$ cat config.mk
export PLATFORM = sky130hd
export DESIGN_NAME = io_space_compat
export DESIGN_NICKNAME = d
export VERILOG_FILES = /design/src/shared/io_space_pkg.sv /design/src/core/io_addr_decode.sv /design/src/core/io_port_pads.sv /design/src/core/io_space_compat.sv
export SDC_FILE = /design/constraint.sdc
export NUM_CORES = 1
export LEC_CHECK = 0
export ABC_AREA = 1
export ABC_CLOCK_PERIOD_IN_PS = 6760
export BUFFER_PORTS_ARGS = -buffer_cell sky130_fd_sc_hd__buf_2
export CAP_MARGIN = 5
export CORE_UTILIZATION = 45
export DETAILED_ROUTE_END_ITERATION = 8
export HOLD_SLACK_MARGIN = 0.05
export PLACE_DENSITY = 0.84
export SYNTH_ARGS = -nofsm -noshare
export SYNTH_HDL_FRONTEND = slang
export SYNTH_HIERARCHICAL = 1
export SYNTH_SLANG_ARGS = --single-unit
$ cat constraint.sdc
create_clock -name mclk -period 6.76 [get_ports mclk]
set_clock_uncertainty 0.15 [all_clocks]
set_input_delay 0.338 -clock mclk [delete_from_list [all_inputs] [get_ports mclk]]
set_output_delay 0.338 -clock mclk [all_outputs]
set_load 0.01 [all_outputs]
$ cat src/shared/io_space_pkg.sv
// Purpose: Shared constants and carriers for the I/O space decode block.
// Assumes: Byte-wide data space addressed by the CPU core, APB word registers.
// Notes: Register offsets below the extended region follow the legacy map.
package io_space_pkg;
  localparam logic [7:0] SHORT_IO_BASE = 8'h20;
  localparam logic [7:0] SHORT_IO_LAST = 8'h5f;
  localparam logic [7:0] EXT_BASE = 8'h60;
  localparam logic [7:0] EXT_LAST = 8'hff;
  localparam logic [5:0] SHORT_IO_SPAN = 6'h3f;
  localparam logic [7:0] PCMASK0_ADDR = 8'h6b;
  localparam logic [7:0] PCMASK1_ADDR = 8'h6c;
  localparam logic [7:0] TMR3_LO_ADDR = 8'h80;
  localparam logic [7:0] TMR3_HI_ADDR = 8'h8b;
  localparam logic [7:0] TMR3_IRQ_LO_ADDR = 8'h7c;
  localparam logic [7:0] TMR3_IRQ_HI_ADDR = 8'h7d;
  localparam logic [7:0] SERIAL0_BAUD_HIGH_ADDR = 8'h40;
  localparam logic [7:0] SERIAL1_BAUD_HIGH_ADDR = 8'h5c;
  localparam logic [7:0] PORTS_FIRST_ADDR = 8'h26;
  localparam logic [7:0] PORTS_LAST_ADDR = 8'h3b;
  localparam logic [11:0] APB_CTRL_OFS = 12'h000;
  localparam logic [11:0] APB_PORTS_OFS = 12'h004;
  localparam logic [11:0] APB_PULL_OFS = 12'h008;
  localparam logic [11:0] APB_STATUS_OFS = 12'h00c;
  localparam logic [11:0] APB_PORTE_OFS = 12'h010;
  localparam int CTRL_JTAG_BIT = 0;
  localparam logic [31:0] CTRL_RESET = 32'h00000001;
  localparam int VEC_COUNT_FULL = 28;
  localparam int VEC_COUNT_LEGACY = 21;
  localparam int PORT_WIDE = 8;
  localparam int PORT_NARROW = 3;
  localparam int PORT_PINS = 4 * PORT_WIDE + PORT_NARROW;
  localparam int TDI_PIN = 2 * PORT_WIDE + 7;
  localparam int TMS_PIN = 2 * PORT_WIDE + 5;
  localparam int TCK_PIN = 2 * PORT_WIDE + 4;

  typedef enum logic [1:0] {TGT_RAM, TGT_IO, TGT_NONE} target_e;

  typedef struct packed {
    logic valid;
    logic write;
    logic ioInstr;
    logic [7:0] addr;
    logic [7:0] wdata;
  } cpu_req_s;

  typedef struct packed {
    logic extRegSel;
    logic shortIoSel;
    logic ramSel;
    logic pcIntSel;
    logic timer3Sel;
  } decode_s;

  typedef struct packed {
    logic extVectors;
    logic wdtTimedUnlock;
    logic rxDoubleBuffer;
    logic pinChangeIrq;
    logic timer3Access;
  } feature_s;
endpackage

$ cat src/core/io_addr_decode.sv
// Purpose: Combinational data-space decode for one CPU access.
// Assumes: The request is stable for the cycle in which it is presented.
// Notes: Short I/O addresses are 0x00..0x3f on the I/O instructions.
`timescale 1ns/100ps
`default_nettype none
module io_addr_decode
  import io_space_pkg::*;
(
  input wire cpu_req_s req,
  input wire logic legacyMode,
  output decode_s dec
);
  function automatic logic inRange(input logic [7:0] a, input logic [7:0] lo, input logic [7:0] hi);
    inRange = (a >= lo) && (a <= hi);
  endfunction

  wire logic [7:0] dataAddr;
  wire logic extHit;
  // I/O instructions carry a 6-bit index that maps onto data address 0x20 upward.
  assign dataAddr = req.ioInstr ? (SHORT_IO_BASE + {2'h0, req.addr[5:0] & SHORT_IO_SPAN}) : req.addr;
  assign extHit = !req.ioInstr && inRange(req.addr, EXT_BASE, EXT_LAST);
  assign dec.shortIoSel = req.valid && inRange(dataAddr, SHORT_IO_BASE, SHORT_IO_LAST);
  assign dec.extRegSel = req.valid && extHit && !legacyMode;
  assign dec.ramSel = req.valid && !req.ioInstr && (extHit ? legacyMode : !inRange(req.addr, 8'h00, SHORT_IO_LAST));
  assign dec.pcIntSel = dec.extRegSel && inRange(req.addr, PCMASK0_ADDR, PCMASK1_ADDR);
  assign dec.timer3Sel = dec.extRegSel && (inRange(req.addr, TMR3_LO_ADDR, TMR3_HI_ADDR)
                         || inRange(req.addr, TMR3_IRQ_LO_ADDR, TMR3_IRQ_HI_ADDR));
endmodule
`default_nettype wire

$ cat src/core/io_port_pads.sv
// Purpose: Pad control for the general-purpose port pins.
// Assumes: Reset is the combined asynchronous reset condition.
// Notes: Output enable is active low, as for a pad driver.
`timescale 1ns/100ps
`default_nettype none
module io_port_pads
  import io_space_pkg::*;
(
  input wire logic reset,
  input wire logic jtagEnable,
  input wire logic [PORT_PINS-1:0] outVal,
  input wire logic [PORT_PINS-1:0] dirOut,
  input wire logic [PORT_PINS-1:0] pullSel,
  output logic [PORT_PINS-1:0] padOut,
  output logic [PORT_PINS-1:0] padOeN,
  output logic [PORT_PINS-1:0] padPullUp
);
  wire logic [PORT_PINS-1:0] jtagPulls;
  assign jtagPulls = jtagEnable ? ((PORT_PINS'(1) << TDI_PIN) | (PORT_PINS'(1) << TMS_PIN)
                     | (PORT_PINS'(1) << TCK_PIN)) : '0;
  // Gated straight from reset so pins float even with no clock running.
  assign padOeN = reset ? '1 : ~dirOut;
  assign padOut = reset ? '0 : outVal;
  assign padPullUp = (reset ? '0 : (pullSel & ~dirOut)) | jtagPulls;
endmodule
`default_nettype wire

$ cat src/core/io_space_compat.sv
// Purpose: Extended I/O decode, legacy-compatibility feature control and port pins.
// Assumes: CPU requests are synchronous to mclk; APB master follows the usual protocol.
// Notes: The fuse is caught by a clocked process after reset release.
//
// Our own choices: the APB slave port and the register addresses.
`timescale 1ns/100ps
`default_nettype none
// Behaviour
// - Extended register region spans data addresses 0x60 through 0xff over RAM.
// - Extended registers answer only data loads and stores, never I/O instructions.
// - Legacy registers keep their addresses in the 64-location short I/O space.
// - With the fuse programmed, 0x60..0xff becomes plain RAM.
// - Legacy mode removes the extra interrupt vectors.
// - Legacy mode disables the watchdog timed unlock sequence.
// - Legacy mode turns off receive double buffering.
// - Legacy mode makes pin change interrupts unavailable.
// - Legacy mode leaves only the first 16-bit timer reachable.
// - Both serial baud high registers keep fixed separate addresses in either mode.
// - Port pins float as soon as reset is active, clock or not.
// - With the test port enabled, pulls on its three pins stay on in reset.
// - A long enough low external reset pulse resets without a clock.
// - Four 8-bit and one 3-bit ports with per-pin pull-ups; pins 16..34 bidirectional, pins 0..15 input only.
module io_space_compat
  import io_space_pkg::*;
(
  input wire logic mclk,
  input wire logic reset,
  input wire logic extResetN,
  input wire logic legacyCompatFuse,
  input wire cpu_req_s cpuReq,
  output decode_s cpuDecode,
  output target_e cpuTarget,
  output feature_s features,
  output logic [4:0] vectorCount,
  input wire logic psel,
  input wire logic penable,
  input wire logic pwrite,
  input wire logic [11:0] paddr,
  input wire logic [31:0] pwdata,
  output logic [31:0] prdata,
  output logic pready,
  output logic pslverr,
  output logic [PORT_PINS-1:0] padOut,
  output logic [PORT_PINS-1:0] padOeN,
  output logic [PORT_PINS-1:0] padPullUp
);
  typedef enum logic [1:0] {ST_RESET, ST_STRAP, ST_RUN} boot_e;

  wire logic sysReset;
  logic fuseCaught_r;
  logic legacy_r;
  boot_e boot_r;
  boot_e boot_nxt;
  logic [31:0] ctrl_r;
  logic [PORT_PINS-1:0] dir_r;
  logic [PORT_PINS-1:0] val_r;
  logic [PORT_PINS-1:0] pull_r;
  logic [31:0] accessCount_r;
  wire logic apbAccess;
  wire logic apbWrite;
  wire logic apbKnown;
  wire logic [31:0] readMux;
  wire logic [PORT_PINS-1:0] mergedDir;
  wire logic [PORT_PINS-1:0] mergedVal;

  // The pin is combined asynchronously so a long low pulse resets without mclk.
  assign sysReset = reset | !extResetN;

  assign boot_nxt = (boot_r == ST_RESET) ? ST_STRAP : ST_RUN;

  always_ff @(posedge mclk or posedge sysReset) begin
    if (sysReset) begin
      boot_r <= ST_RESET;
      fuseCaught_r <= 1'b0;
    end else begin
      boot_r <= boot_nxt;
      if (boot_r == ST_RESET) begin
        fuseCaught_r <= 1'b1;
      end
    end
  end

  // The fuse is sampled once after release; changing it later has no effect.
  always_ff @(posedge mclk or posedge sysReset) begin
    if (sysReset) begin
      legacy_r <= 1'b0;
    end else if (boot_r == ST_RESET) begin
      legacy_r <= legacyCompatFuse;
    end
  end

  io_addr_decode u_decode (
    .req(cpuReq),
    .legacyMode(legacy_r),
    .dec(cpuDecode)
  );

  assign cpuTarget = cpuDecode.ramSel ? TGT_RAM :
                     (cpuDecode.extRegSel || cpuDecode.shortIoSel) ? TGT_IO : TGT_NONE;

  assign features.extVectors = !legacy_r;
  assign features.wdtTimedUnlock = !legacy_r;
  assign features.rxDoubleBuffer = !legacy_r;
  assign features.pinChangeIrq = !legacy_r;
  assign features.timer3Access = !legacy_r;
  assign vectorCount = legacy_r ? 5'(VEC_COUNT_LEGACY) : 5'(VEC_COUNT_FULL);

  assign apbAccess = psel && penable;
  assign apbWrite = apbAccess && pwrite;
  assign apbKnown = (paddr == APB_CTRL_OFS) || (paddr == APB_PORTS_OFS) || (paddr == APB_PULL_OFS)
                    || (paddr == APB_STATUS_OFS) || (paddr == APB_PORTE_OFS);
  assign pready = 1'b1;
  assign pslverr = apbAccess && !apbKnown;

  assign readMux = (paddr == APB_CTRL_OFS) ? ctrl_r :
                   (paddr == APB_PORTS_OFS) ? {val_r[31:16], dir_r[31:16]} :
                   (paddr == APB_PULL_OFS) ? pull_r[31:0] :
                   (paddr == APB_STATUS_OFS) ? {25'h0, vectorCount, fuseCaught_r, legacy_r} :
                   (paddr == APB_PORTE_OFS) ? {8'h0, 5'h0, pull_r[PORT_PINS-1:32],
                                               5'h0, val_r[PORT_PINS-1:32], 5'h0, dir_r[PORT_PINS-1:32]} :
                   32'h00000000;

  // Port words: low 16 bits of the ports register carry pins 16..31 direction.
  assign mergedDir = (apbWrite && paddr == APB_PORTS_OFS) ? {dir_r[PORT_PINS-1:32], pwdata[15:0], dir_r[15:0]} :
                     (apbWrite && paddr == APB_PORTE_OFS) ? {pwdata[2:0], dir_r[31:0]} : dir_r;
  assign mergedVal = (apbWrite && paddr == APB_PORTS_OFS) ? {val_r[PORT_PINS-1:32], pwdata[31:16], val_r[15:0]} :
                     (apbWrite && paddr == APB_PORTE_OFS) ? {pwdata[10:8], val_r[31:0]} : val_r;

  always_ff @(posedge mclk or posedge sysReset) begin
    if (sysReset) begin
      prdata <= 32'h00000000;
      ctrl_r <= CTRL_RESET;
      dir_r <= '0;
      val_r <= '0;
      pull_r <= '0;
    end else begin
      prdata <= (psel && !penable && !pwrite) ? readMux : prdata;
      dir_r <= mergedDir;
      val_r <= mergedVal;
      if (apbWrite && paddr == APB_CTRL_OFS) begin
        ctrl_r <= {31'h0, pwdata[CTRL_JTAG_BIT]};
      end
      if (apbWrite && paddr == APB_PULL_OFS) begin
        pull_r <= {pull_r[PORT_PINS-1:32], pwdata};
      end else if (apbWrite && paddr == APB_PORTE_OFS) begin
        pull_r <= {pwdata[18:16], pull_r[31:0]};
      end
    end
  end

  always_ff @(posedge mclk or posedge sysReset) begin
    if (sysReset) begin
      accessCount_r <= 32'h00000000;
    end else if (cpuDecode.extRegSel) begin
      accessCount_r <= accessCount_r + 32'h00000001;
    end
  end

  io_port_pads u_pads (
    .reset(sysReset),
    .jtagEnable(ctrl_r[CTRL_JTAG_BIT]),
    .outVal(val_r),
    .dirOut(dir_r),
    .pullSel(pull_r),
    .padOut(padOut),
    .padOeN(padOeN),
    .padPullUp(padPullUp)
  );

  property p_ext_blocked_io;
    @(posedge mclk) disable iff (sysReset) (cpuReq.valid && cpuReq.ioInstr) |-> !cpuDecode.extRegSel;
  endproperty
  a_ext_blocked_io: assert property (p_ext_blocked_io) else $error("I/O instruction reached extended region");

  property p_legacy_ram;
    @(posedge mclk) disable iff (sysReset)
      (legacy_r && cpuReq.valid && !cpuReq.ioInstr && cpuReq.addr >= EXT_BASE) |-> (cpuTarget == TGT_RAM);
  endproperty
  a_legacy_ram: assert property (p_legacy_ram) else $error("Legacy mode did not map extended region to RAM");

  property p_ext_decode;
    @(posedge mclk) disable iff (sysReset)
      (!legacy_r && cpuReq.valid && !cpuReq.ioInstr && cpuReq.addr >= EXT_BASE) |-> cpuDecode.extRegSel;
  endproperty
  a_ext_decode: assert property (p_ext_decode) else $error("Extended region not decoded");

  property p_vectors;
    @(posedge mclk) disable iff (sysReset) legacy_r |-> (vectorCount == 5'(VEC_COUNT_LEGACY)) && !features.extVectors;
  endproperty
  a_vectors: assert property (p_vectors) else $error("Extended vectors present in legacy mode");

  property p_wdt;
    @(posedge mclk) disable iff (sysReset) features.wdtTimedUnlock != legacy_r;
  endproperty
  a_wdt: assert property (p_wdt) else $error("Watchdog unlock not tied to mode");

  property p_rx;
    @(posedge mclk) disable iff (sysReset) legacy_r |-> !features.rxDoubleBuffer && !features.pinChangeIrq;
  endproperty
  a_rx: assert property (p_rx) else $error("Receive buffering or pin change active in legacy mode");

  property p_pcint;
    @(posedge mclk) disable iff (sysReset) legacy_r |-> !cpuDecode.pcIntSel && !cpuDecode.timer3Sel;
  endproperty
  a_pcint: assert property (p_pcint) else $error("Extended peripheral selected in legacy mode");

  property p_baud;
    @(posedge mclk) disable iff (sysReset)
      (cpuReq.valid && !cpuReq.ioInstr && (cpuReq.addr == SERIAL0_BAUD_HIGH_ADDR
       || cpuReq.addr == SERIAL1_BAUD_HIGH_ADDR)) |-> cpuDecode.shortIoSel && cpuTarget == TGT_IO;
  endproperty
  a_baud: assert property (p_baud) else $error("Baud high register moved");

  property p_float;
    @(posedge mclk) disable iff (sysReset) $rose(boot_r == ST_STRAP) |-> $past(padOeN) == '1;
  endproperty
  a_float: assert property (p_float) else $error("Pins driven during reset");

  property p_jtag_pull;
    @(posedge mclk) disable iff (sysReset) ctrl_r[CTRL_JTAG_BIT] |-> padPullUp[TDI_PIN] && padPullUp[TMS_PIN]
      && padPullUp[TCK_PIN];
  endproperty
  a_jtag_pull: assert property (p_jtag_pull) else $error("Test port pull-ups missing");

  // These two carry no disable, because the pins must be right while reset is active.
  property p_float_in_reset;
    @(posedge mclk) sysReset |-> (padOeN == '1) && (padOut == '0);
  endproperty
  a_float_in_reset: assert property (p_float_in_reset) else $error("Pins driven while reset is active");

  property p_jtag_pull_reset;
    @(posedge mclk) (sysReset && ctrl_r[CTRL_JTAG_BIT])
      |-> padPullUp[TDI_PIN] && padPullUp[TMS_PIN] && padPullUp[TCK_PIN];
  endproperty
  a_jtag_pull_reset: assert property (p_jtag_pull_reset) else $error("Test port pull-ups lost in reset");

  property p_short_io;
    @(posedge mclk) disable iff (sysReset)
      (cpuReq.valid && cpuReq.ioInstr) |-> cpuDecode.shortIoSel && !cpuDecode.ramSel && (cpuTarget == TGT_IO);
  endproperty
  a_short_io: assert property (p_short_io) else $error("I/O instruction left the short I/O space");

  property p_port_regs;
    @(posedge mclk) disable iff (sysReset)
      (cpuReq.valid && !cpuReq.ioInstr && cpuReq.addr >= PORTS_FIRST_ADDR && cpuReq.addr <= PORTS_LAST_ADDR)
      |-> cpuDecode.shortIoSel;
  endproperty
  a_port_regs: assert property (p_port_regs) else $error("Port registers left the short I/O space");

  property p_timer3_decode;
    @(posedge mclk) disable iff (sysReset)
      (!legacy_r && cpuReq.valid && !cpuReq.ioInstr && cpuReq.addr >= TMR3_LO_ADDR
       && cpuReq.addr <= TMR3_HI_ADDR) |-> cpuDecode.timer3Sel;
  endproperty
  a_timer3_decode: assert property (p_timer3_decode) else $error("Second timer not decoded");

  property p_pcint_decode;
    @(posedge mclk) disable iff (sysReset)
      (!legacy_r && cpuReq.valid && !cpuReq.ioInstr
       && (cpuReq.addr == PCMASK0_ADDR || cpuReq.addr == PCMASK1_ADDR)) |-> cpuDecode.pcIntSel;
  endproperty
  a_pcint_decode: assert property (p_pcint_decode) else $error("Pin change masks not decoded");

  property p_io_no_periph;
    @(posedge mclk) disable iff (sysReset)
      (cpuReq.valid && cpuReq.ioInstr) |-> !cpuDecode.pcIntSel && !cpuDecode.timer3Sel;
  endproperty
  a_io_no_periph: assert property (p_io_no_periph) else $error("I/O instruction selected an extended unit");

  property p_features_full;
    @(posedge mclk) disable iff (sysReset) !legacy_r |-> (features == '1) && (vectorCount == 5'(VEC_COUNT_FULL));
  endproperty
  a_features_full: assert property (p_features_full) else $error("Feature missing in full mode");

  property p_timer3_legacy;
    @(posedge mclk) disable iff (sysReset) legacy_r |-> !features.timer3Access && !features.wdtTimedUnlock;
  endproperty
  a_timer3_legacy: assert property (p_timer3_legacy) else $error("Second timer reachable in legacy mode");

  property p_fuse_capture;
    @(posedge mclk) disable iff (sysReset) $rose(fuseCaught_r) |-> legacy_r == $past(legacyCompatFuse);
  endproperty
  a_fuse_capture: assert property (p_fuse_capture) else $error("Fuse level not captured");

  property p_fuse_hold;
    @(posedge mclk) disable iff (sysReset) (boot_r == ST_RUN) |=> $stable(legacy_r);
  endproperty
  a_fuse_hold: assert property (p_fuse_hold) else $error("Mode changed while running");

  property p_ext_count;
    @(posedge mclk) disable iff (sysReset) (cpuReq.valid && (cpuReq.ioInstr || legacy_r)) |=> $stable(accessCount_r);
  endproperty
  a_ext_count: assert property (p_ext_count) else $error("Extended region counted a blocked access");

  property p_pad_drive;
    @(posedge mclk) disable iff (sysReset) (padOeN == ~dir_r) && (padOut == val_r);
  endproperty
  a_pad_drive: assert property (p_pad_drive) else $error("Pads do not follow direction and value");

  property p_ctrl_write;
    @(posedge mclk) disable iff (sysReset)
      (apbWrite && paddr == APB_CTRL_OFS) |=> ctrl_r[CTRL_JTAG_BIT] == $past(pwdata[CTRL_JTAG_BIT]);
  endproperty
  a_ctrl_write: assert property (p_ctrl_write) else $error("Test port enable write lost");

  property p_porte_pull;
    @(posedge mclk) disable iff (sysReset)
      (apbWrite && paddr == APB_PORTE_OFS) |=> pull_r[PORT_PINS-1:32] == $past(pwdata[18:16]);
  endproperty
  a_porte_pull: assert property (p_porte_pull) else $error("Narrow port pull write lost");
endmodule
`default_nettype wire

==> impl_metrics.env, run 1 <==
export IMPL_min_period_ns=3.10
export IMPL_cts_buffer_depth=2
export IMPL_overflow=0
export IMPL_h_tree_depth=3
export IMPL_ys_ff_latch=110
export IMPL_seq_area_frac_synth=0.444
export IMPL_status="completed"
export IMPL_worst_slew_pin_slew_ns=1.16
export IMPL_antenna_found_initial=0
export IMPL_r2r_end="prdata[2]"
export IMPL_final_net_count=1078
export IMPL_synth_area_leaders="dfrtp_1 44%, nand2_1 19%, nor3b_2 6.5%"
export IMPL_grt_pass1_wl_um=26500
export IMPL_cts_tree="yes"
export IMPL_rr_startpoint="legacy_r"
export IMPL_cts_buffers_inserted=9
export IMPL_drt_wl_total_um=16700
export IMPL_slew_viol_final=0
export IMPL_pwr_share_seq=0.518
export IMPL_synth_top_cell_by_area="dfrtp_1"
export IMPL_synth_edf_count=0
export IMPL_ant_nets=0
export IMPL_grt_max_degree=65
export IMPL_setup_viol=0
export IMPL_synthToLayoutAreaGrowth_pct=21.1
export IMPL_fmaxAchievable_mhz=323
export IMPL_wl_per_cell_um=14.1
export IMPL_relSlewSlack=0.227
export IMPL_gr_usage_all_layers=0.240
export IMPL_yosysWarnings=6
export IMPL_die_area_sq_um=14300
export IMPL_avgSynthCellArea_sq_um=7.71
export IMPL_hold_violations=0
export IMPL_internal_power_mw=0.950
export IMPL_die_h_um=119
export IMPL_switchingPower_mw=0.322
export IMPL_hpwl_um=12000
export IMPL_p_leak_nw=4.12
export IMPL_first_pass_iters=5
export IMPL_ir_drop_v=0.000132
export IMPL_worstSetupPathType="in -> out"
export IMPL_cts_sinks=110
export IMPL_first_global_vias=5233
export IMPL_fp_row_count=42
export IMPL_start_kind="input port"
export IMPL_crit_required_ns=6.27
export IMPL_core_area_sq_um=13300
export IMPL_power_mw=1.27
export IMPL_gp_congestion=0.905
export IMPL_cts_root_buffer="clkbuf_16"
export IMPL_vias_per_cell=4.67
export IMPL_hold_class="in -> async"
export IMPL_endpoint_kind="primary output"
export IMPL_placed_cell_area_sq_um=7220
export IMPL_clk_insertion_delay_late_ns=0.35
export IMPL_initial_core_util=0.465
export IMPL_die_width_um=119
export IMPL_rsz0062_at_grt="false"
export IMPL_antenna_cells=0
export IMPL_io_pins=226
export IMPL_p_per_area_nw_per_um2=169
export IMPL_combPwrFrac=0.081
export IMPL_drtIter0Drc=285
export IMPL_portBuffers=180
export IMPL_p_clk_frac=0.400
export IMPL_period_share=0.458
export IMPL_worstPathArrival_ns=2.61
export IMPL_fin_area_sq_um=7520
export IMPL_ys_types=35
export IMPL_setup_tns_ns=0
export IMPL_p_sw_frac=0.253
export IMPL_fin_util=0.563
export IMPL_maxCapViolCount=0
export IMPL_critPathMaxFanout=49
export IMPL_synth_ff_type="dfrtp_1"
export IMPL_clkSlewWorstSetupHoldPaths_ns=0.07
export IMPL_r2r_cells=8
export IMPL_ctsResizeCount=0
export IMPL_fill_cells=1251
export IMPL_drc=0
export IMPL_r2r_slack_ns=5.43
export IMPL_drive_gt1_frac=0.286
export IMPL_syn_inst=805
export IMPL_vias=5555
export IMPL_async_reset_ff_frac=1.00
export IMPL_synth_top_area_frac=0.440
export IMPL_syn_area_sq_um=6210
registers in the layout, summed over array words and instances, names as in the netlist:
name and flops:
dir_r 19, val_r 19, pull_r 35, boot_r 2, fuseCaught_r 1, ctrl_r 1
legacy_r 1, prdata 32
stage by stage:
stage          hold slack [ns]  instances  setup WS (ns)
3_3_place_gp             0.275       1172           3.67
2_1_floorplan            0.260        855           2.04
3_5_place_dp             0.279       1172           3.59
5_1_grt                  0.108       1189           3.36
4_1_cts                 0.0787       1189           3.59
6_report                0.0600       1189           3.66
cell usage in the layout, fill, tap and decap left out, types with 2 or more instances in the layout:
master,Yosys,routed
buf_4,17,4
nand2_1,317,317
dfrtp_1,109,109
nor2_1,63,62
nand3_1,17,17
inv_2,3,3
o21ai_2,32,32
o21ai_1,29,29
nor2_2,3,3
clkinv_2,2,3
o21ai_0,22,22
inv_1,100,99
buf_2,11,180
clkbuf_16,0,9
nor3b_2,32,32
clkinvlp_4,0,2
nand2_2,4,4
nor2_4,1,2
inv_6,0,2
nand2_4,2,2
conb_1,2,52
nor3_1,3,3
nand4_1,8,8
cells in the mapped netlist, types with 2 or more instances:
| master | count |
|---|---|
| o21ai_2 | 32 |
| nand2_1 | 317 |
| o21ai_0 | 22 |
| nand2_4 | 2 |
| nor3b_2 | 32 |
| conb_1 | 2 |
| nand2_2 | 4 |
| buf_4 | 17 |
| nor3_1 | 3 |
| nor2_2 | 3 |
| clkinv_2 | 2 |
| inv_1 | 100 |
| clkbuf_1 | 3 |
| o21ai_1 | 29 |
| inv_2 | 3 |
| nor2_1 | 63 |
| nand4_1 | 8 |
| nand3_1 | 17 |
| buf_2 | 11 |
| dfrtp_1 | 109 |
| buf_6 | 12 |
kinds of logic after synthesis:
kind of cell | share of synthesized area
buffers and inverters | 0.118
flip-flops | 0.444
AND/OR/NAND/NOR | 0.349
other | 0.00121
AO/OA/AOI/OAI | 0.0885
power by group through the flow:
stage               registers [mW]  clock network [mW]  logic, mW
floorplan                    0.672                   0     0.0726
global placement             0.672                   0      0.101
detailed placement           0.672                   0      0.103
CTS                          0.659               0.521      0.104
global route                 0.659               0.547      0.117
finish                       0.659               0.509      0.103
per-layer routing:
metal  routed length [um]  vias up  GRT usage
met4                  280        0     0.0898
met2                 7880      188      0.389
li1                     -     2823          -
met1                 7780     2524      0.330
met3                  770       20     0.0268
met5                    0        -          0
timing repair:
action                                 4_1_cts  5_1_grt
endpoints found under the hold margin        1        0
buffers inserted                             0        0
hold buffers                                 1        0
setup endpoints to repair                    0        0
how the worst max path moves through the flow:
stage	cells past startpoint	to	slack, ns	from
after detailed placement	7	padOeN[20]	3.59	reset
after floorplan	6	padPullUp[10]	2.04	extResetN
after global placement	9	padPullUp[23]	3.67	reset
after CTS	7	padOeN[20]	3.59	reset
after global routing	8	padOeN[26]	3.36	extResetN
final	9	padPullUp[23]	3.66	reset
final cells by class:
class,instances,area (sq um),area share
Multi-Input combinational cell,596,2920,0.388
Sequential cell,110,2750,0.366
Timing Repair Buffer,185,941,0.125
Inverter,106,402,0.0534
Clock buffer,11,243,0.0323
Tap cell,176,220,0.0293
Clock inverter,5,41.3,0.00549
worst max-delay path, stage by stage:
cell and delay (ns):
buf_2 0.11, nor2_4 0.08, buf_4 0.51, clkinv_2 0.59
buf_4 0.50, nor2_1 0.17, nand2_1 0.06, nand2_1 0.07
buf_2 0.13
Power figures use the tool's default switching activity.
==> run 2, diff against run 1 <==
--- a/config.mk
+++ b/config.mk
@@ -6,7 +6,7 @@
 export NUM_CORES = 1
 export LEC_CHECK = 0
 export ABC_AREA = 1
-export ABC_CLOCK_PERIOD_IN_PS = 6760
+export ABC_CLOCK_PERIOD_IN_PS = 2600
 export BUFFER_PORTS_ARGS = -buffer_cell sky130_fd_sc_hd__buf_2
 export CAP_MARGIN = 5
 export CORE_UTILIZATION = 45
==> constraint.sdc (replaced) <==
create_clock -name mclk -period 2.6 [get_ports mclk]
set_clock_uncertainty 0.15 [all_clocks]
set_input_delay 0.13 -clock mclk [delete_from_list [all_inputs] [get_ports mclk]]
set_output_delay 0.13 -clock mclk [all_outputs]
set_load 0.01 [all_outputs]
==> impl_metrics.env, run 2 (same netlist as run 1, synthesis figures left out) <==
export IMPL_crit_slowest_cell="inv_2"
export IMPL_hpwl_um=12100
export IMPL_first_pass_iters=5
export IMPL_drtIter0Drc=374
export IMPL_crit_path_max_incr_delay_ns=0.56
export IMPL_power_mw=3.44
export IMPL_gr_usage_all_layers=0.249
export IMPL_grt_pass1_wl_um=27800
export IMPL_largest_reg_flops=35
export IMPL_p_leak_nw=4.34
export IMPL_worst_slew_pin_slew_ns=0.701
export IMPL_cts_root_buffer="clkbuf_16"
export IMPL_die_area_sq_um=14300
export IMPL_vias=5928
export IMPL_regMostFlops="pull_r"
export IMPL_antenna_found_initial=0
export IMPL_critPathCapture="padOeN[16]"
export IMPL_ir_drop_v=0.000281
export IMPL_ctsHoldBuffers=38
export IMPL_vias_per_cell=4.81
export IMPL_hold_class="in -> reg"
export IMPL_endpoint_kind="primary output"
export IMPL_fin_util=0.603
export IMPL_ff_latch_area_sq_um=2750
export IMPL_die_width_um=119
export IMPL_maxCapViolCount=0
export IMPL_min_period_ns=2.29
export IMPL_layout_commonest_cell="nand2_1"
export IMPL_setup_tns_ns=0
export IMPL_cts_buffer_depth=2
export IMPL_p_per_area_nw_per_um2=427
export IMPL_cts_tree="yes"
export IMPL_ant_nets=0
export IMPL_synthToLayoutAreaGrowth_pct=29.7
export IMPL_antenna_cells=0
export IMPL_worstHoldPathCells=5
export IMPL_rr_startpoint="legacy_r"
export IMPL_clk_insertion_delay_late_ns=0.35
export IMPL_fp_row_count=42
export IMPL_final_cell_mix="314 x nand2_1, 180 x buf_2, 109 x dfrtp_1"
export IMPL_die_h_um=119
export IMPL_post_cts_buffers=0
export IMPL_first_global_vias=5564
export IMPL_r2r_slack_ns=1.28
export IMPL_hold_ws_ns=0.144
export IMPL_dp_slack_ns=0.737
export IMPL_slew_viol_final=0
export IMPL_hold_violations=0
export IMPL_crit_required_ns=2.32
export IMPL_rsz0062_at_grt="false"
export IMPL_drc=0
export IMPL_r2r_end="prdata[2]"
export IMPL_gp_congestion=0.877
export IMPL_top_regs="pull_r: 35 flops, prdata: 32 flops"
export IMPL_drive_gt1_frac=0.290
export IMPL_portBuffers=180
export IMPL_startpoint="reset"
export IMPL_wl_per_cell_um=14.2
export IMPL_relSlewSlack=0.533
export IMPL_period_share=0.883
export IMPL_start_kind="input port"
export IMPL_critPathMaxFanout=35
export IMPL_grt_max_degree=111
export IMPL_cp_cell_sequence="dlygate4sd3_1, buf_2, nor2_4, clkinv_2, inv_2, nand2_1, buf_2"
export IMPL_core_area_sq_um=13300
export IMPL_cts_sinks=110
export IMPL_multi_input_area_sq_um=2980
export IMPL_cpMostUsedCell="buf_2"
export IMPL_overflow=0
export IMPL_cts_buffers_inserted=9
export IMPL_fmaxAchievable_mhz=436
export IMPL_final_net_count=1121
export IMPL_r2r_cells=8
export IMPL_io_pins=226
export IMPL_setup_ws_ns=0.305
export IMPL_fill_cells=1178
export IMPL_drt_wl_total_um=17500
export IMPL_initial_core_util=0.465
export IMPL_worstSetupPathType="in -> out"
export IMPL_h_tree_depth=3
export IMPL_ctsResizeCount=0
export IMPL_clkSlewWorstSetupHoldPaths_ns=0.07
export IMPL_setup_viol=0
export IMPL_worstPathArrival_ns=2.01
export IMPL_status="completed"
-- run 2: cell count changes in the layout (fill, tap and decap cells not counted), moves of 4 or more --
cell	previous run	this run
dlygate4sd3_1	1	38
nor3b_2	32	28
nor3b_4	0	4
nor2_4	2	6
buf_4	4	8
nor2_1	62	57
-- run 2: metrics by stage --
| stage | area (sq um) | instances |
|---|---|---|
| after floorplan | 6490 | 855 |
| after global placement | 7370 | 1178 |
| after detailed placement | 7370 | 1178 |
| after CTS | 8050 | 1232 |
| after global routing | 8050 | 1232 |
| final | 8050 | 1232 |
-- run 2: how the worst min path moves through the flow --
stage / start / to / slack (ns)
2_1_floorplan: legacyCompatFuse / legacy_r / 0.10
4_1_cts: psel / ctrl_r[0] / 0.13
3_5_place_dp: legacyCompatFuse / legacy_r / 0.20
3_3_place_gp: legacyCompatFuse / legacy_r / 0.20
6_report: psel / ctrl_r[0] / 0.14
5_1_grt: psel / ctrl_r[0] / 0.16
-- run 2: final cells by class --
class,instances,share of cell area
clock buffer,9,0.0280
clock inverter,7,0.00901
inverter,106,0.0514
multi-input combinational,596,0.371
sequential,110,0.342
tap,176,0.0274
timing repair buffer,228,0.172
-- run 2: worst max-delay path, delay by kind of cell --
kind                   cells  cell delay [ns]
buffers and inverters      5             1.62
AND/OR/NAND/NOR            2             0.26
-- run 2: power breakdown --
| part | switching [mW] | total, mW | internal (mW) | leakage [nW] |
|---|---|---|---|---|
| Sequential | 0.00267 | 1.71 | 1.71 | 1.51 |
| Clock | 0.648 | 1.40 | 0.749 | 0.142 |
| Combinational | 0.211 | 0.323 | 0.112 | 2.69 |
-- run 2: per-layer routing --
metal | vias to the layer above | global-route usage | wire length, um
met3 | 41 | 0.0388 | 1130
met1 | 2747 | 0.335 | 7770
met2 | 237 | 0.401 | 8020
met5 | - | 0 | 0
met4 | 0 | 0.102 | 577
li1 | 2903 | - | -
==> run 3, diff against run 2 <==
--- a/config.mk
+++ b/config.mk
@@ -15,5 +15,4 @@
 export PLACE_DENSITY = 0.84
 export SYNTH_ARGS = -nofsm -noshare
 export SYNTH_HDL_FRONTEND = slang
-export SYNTH_HIERARCHICAL = 1
 export SYNTH_SLANG_ARGS = --single-unit
==> impl_metrics.env, run 3 <==
export IMPL_hpwl_um=11800
export IMPL_hold_violations=0
export IMPL_ir_drop_v=0.000386
export IMPL_pwr_share_seq=0.499
export IMPL_cp_cell_sequence="dlygate4sd3_1, buf_2, inv_1, nor2_4, inv_2, buf_4, nor2_1, buf_2"
export IMPL_gp_congestion=0.829
export IMPL_cpMostUsedCell="buf_2"
export IMPL_ff_latch_area_sq_um=2750
export IMPL_fin_cells=1139
export IMPL_worstPathArrival_ns=2.01
export IMPL_final_net_count=1032
export IMPL_antenna_cells=0
export IMPL_drt_wl_total_um=17300
export IMPL_first_global_vias=5213
export IMPL_min_period_ns=2.29
export IMPL_synth_top_cell_by_area="dfrtp_1"
export IMPL_p_clk_frac=0.418
export IMPL_internal_power_mw=2.62
export IMPL_fp_row_count=41
export IMPL_crit_path_max_incr_delay_ns=0.56
export IMPL_synthToLayoutAreaGrowth_pct=24.5
export IMPL_vias_per_cell=4.96
export IMPL_ctsResizeCount=0
export IMPL_overflow=0
export IMPL_async_reset_ff_frac=1.00
export IMPL_io_pins=226
export IMPL_grt_pass1_wl_um=26300
export IMPL_regMostFlops="pull_r"
export IMPL_antenna_found_initial=0
export IMPL_first_pass_iters=5
export IMPL_r2r_cells=5
export IMPL_min_from="paddr[3]"
export IMPL_core_area_sq_um=12800
export IMPL_setup_viol=0
export IMPL_die_width_um=117
export IMPL_cts_buffer_depth=2
export IMPL_rr_startpoint="legacy_r"
export IMPL_cts_sinks=110
export IMPL_multi_input_area_sq_um=2350
export IMPL_cts_buffers_inserted=9
export IMPL_switchingPower_mw=0.812
export IMPL_layout_commonest_cell="nand2_1"
export IMPL_clk_insertion_delay_late_ns=0.35
export IMPL_drtIter0Drc=349
export IMPL_synth_edf_count=0
export IMPL_ys_types=34
export IMPL_h_tree_depth=3
export IMPL_clkSlewWorstSetupHoldPaths_ns=0.07
export IMPL_rsz0062_at_grt="false"
export IMPL_synth_ff_type="dfrtp_1"
export IMPL_die_area_sq_um=13700
export IMPL_placed_cells=1088
export IMPL_drive_gt1_frac=0.270
export IMPL_ant_nets=0
export IMPL_wl_per_cell_um=15.2
export IMPL_avgSynthCellArea_sq_um=7.77
export IMPL_power_mw=3.43
export IMPL_synth_area_leaders="dfrtp_1 46%, nand2_1 14%, inv_1 7.5%"
export IMPL_portBuffers=180
export IMPL_vias=5648
export IMPL_initial_core_util=0.468
export IMPL_grt_max_degree=130
export IMPL_p_sw_frac=0.237
export IMPL_drc=0
export IMPL_die_h_um=117
export IMPL_ys_ff_latch=110
export IMPL_fill_cells=1146
export IMPL_endpoint_kind="primary output"
export IMPL_worst_slew_pin_slew_ns=0.873
export IMPL_hold_class="in -> reg"
export IMPL_syn_area_sq_um=5970
export IMPL_top_regs="pull_r: 35 flops, prdata: 32 flops"
export IMPL_start_kind="input port"
export IMPL_seq_area_frac_synth=0.461
export IMPL_crit_slowest_cell="inv_2"
export IMPL_relSlewSlack=0.418
export IMPL_synth_commonest_cells="218 x nand2_1, 120 x inv_1, 109 x dfrtp_1, 54 x nor2_1, 43 x buf_4"
export IMPL_yosysMostFrequentCell="nand2_1"
export IMPL_p_per_area_nw_per_um2=461
export IMPL_final_cell_mix="218 x nand2_1, 180 x buf_2, 120 x inv_1"
export IMPL_yosysWarnings=0
export IMPL_cts_root_buffer="clkbuf_16"
export IMPL_status="completed"
export IMPL_combPwrFrac=0.083
export IMPL_syn_inst=769
export IMPL_cts_tree="yes"
export IMPL_critPathMaxFanout=42
export IMPL_slew_viol_final=0
export IMPL_period_share=0.880
export IMPL_worstHoldPathCells=4
export IMPL_gr_usage_all_layers=0.257
export IMPL_largest_reg_flops=35
export IMPL_worstSetupPathType="in -> out"
export IMPL_maxCapViolCount=0
export IMPL_synth_top_area_frac=0.457
export IMPL_startpoint="extResetN"
export IMPL_crit_required_ns=2.32
export IMPL_p_leak_nw=3.93
export IMPL_fmaxAchievable_mhz=437
export IMPL_setup_tns_ns=0
[run 3: worst paths after layout]
kind | end | slack, ns
worst min-delay path | prdata[8] | 0.1
min in group asynchronous | val_r[21] | 0.45
worst max-delay path | padPullUp[4] | 0.31
max in group asynchronous | dir_r[18] | 1.34
worst max register to register | prdata[5] | 1.23
worst min register to register | boot_r[0] | 0.28
[run 3: cells by family after synthesis]
family | after synthesis | share of synthesized area
and+or+nand+nor | 332 | 0.236
buffers and inverters | 200 | 0.168
AOI/OAI and AO/OA | 125 | 0.134
DFF | 110 | 0.461
other | 2 | 0.00126
[run 3: area by class of cell]
type | instances | share of cell area
Sequential cell | 110 | 0.370
Clock inverter | 4 | 0.00706
Timing Repair Buffer | 223 | 0.180
Inverter | 125 | 0.0634
Tap cell | 172 | 0.0289
Multi-Input combinational cell | 493 | 0.316
Clock buffer | 12 | 0.0345
[run 3: per-layer routing]
metal	up-vias	share of wire	GRT usage	routed length (um)
li1	2687	-	-	-
met1	2650	0.41	0.320	7150
met2	271	0.48	0.440	8390
met3	40	0.075	0.0469	1310
met4	0	0.028	0.105	486
met5	-	0	0	0
[run 3: stage by stage]
stage / util / setup slack (ns) / cell area, sq um / hold WS (ns)
2_1_floorplan: - / 0.0663 / 6100 / 0.101
3_3_place_gp: 0.531 / 0.638 / 6780 / 0.200
3_5_place_dp: 0.531 / 0.606 / 6780 / 0.195
4_1_cts: 0.582 / 0.331 / 7440 / 0.0828
5_1_grt: 0.582 / 0.220 / 7440 / 0.101
6_report: 0.582 / 0.312 / 7440 / 0.0975
[run 3: power by group through the flow]
stage,Clock [mW],Combinational [mW],Sequential (mW)
after global placement,0,0.238,1.75
after detailed placement,0,0.242,1.75
after CTS,1.45,0.282,1.71
final,1.43,0.284,1.71
after floorplan,0,0.189,1.75
after global routing,1.51,0.322,1.71
[run 3: worst max-delay path, delay by kind of cell]
kind,cells,cell delay [ns]
buf+inv,6,1.75
simple gates,2,0.12
[run 3: timing repair]
| action | CTS | global route |
|---|---|---|
| endpoints found under the setup margin | 0 | 0 |
| buffers inserted | 0 | 0 |
| hold endpoints to repair | 184 | 0 |
| hold buffers | 35 | 0 |
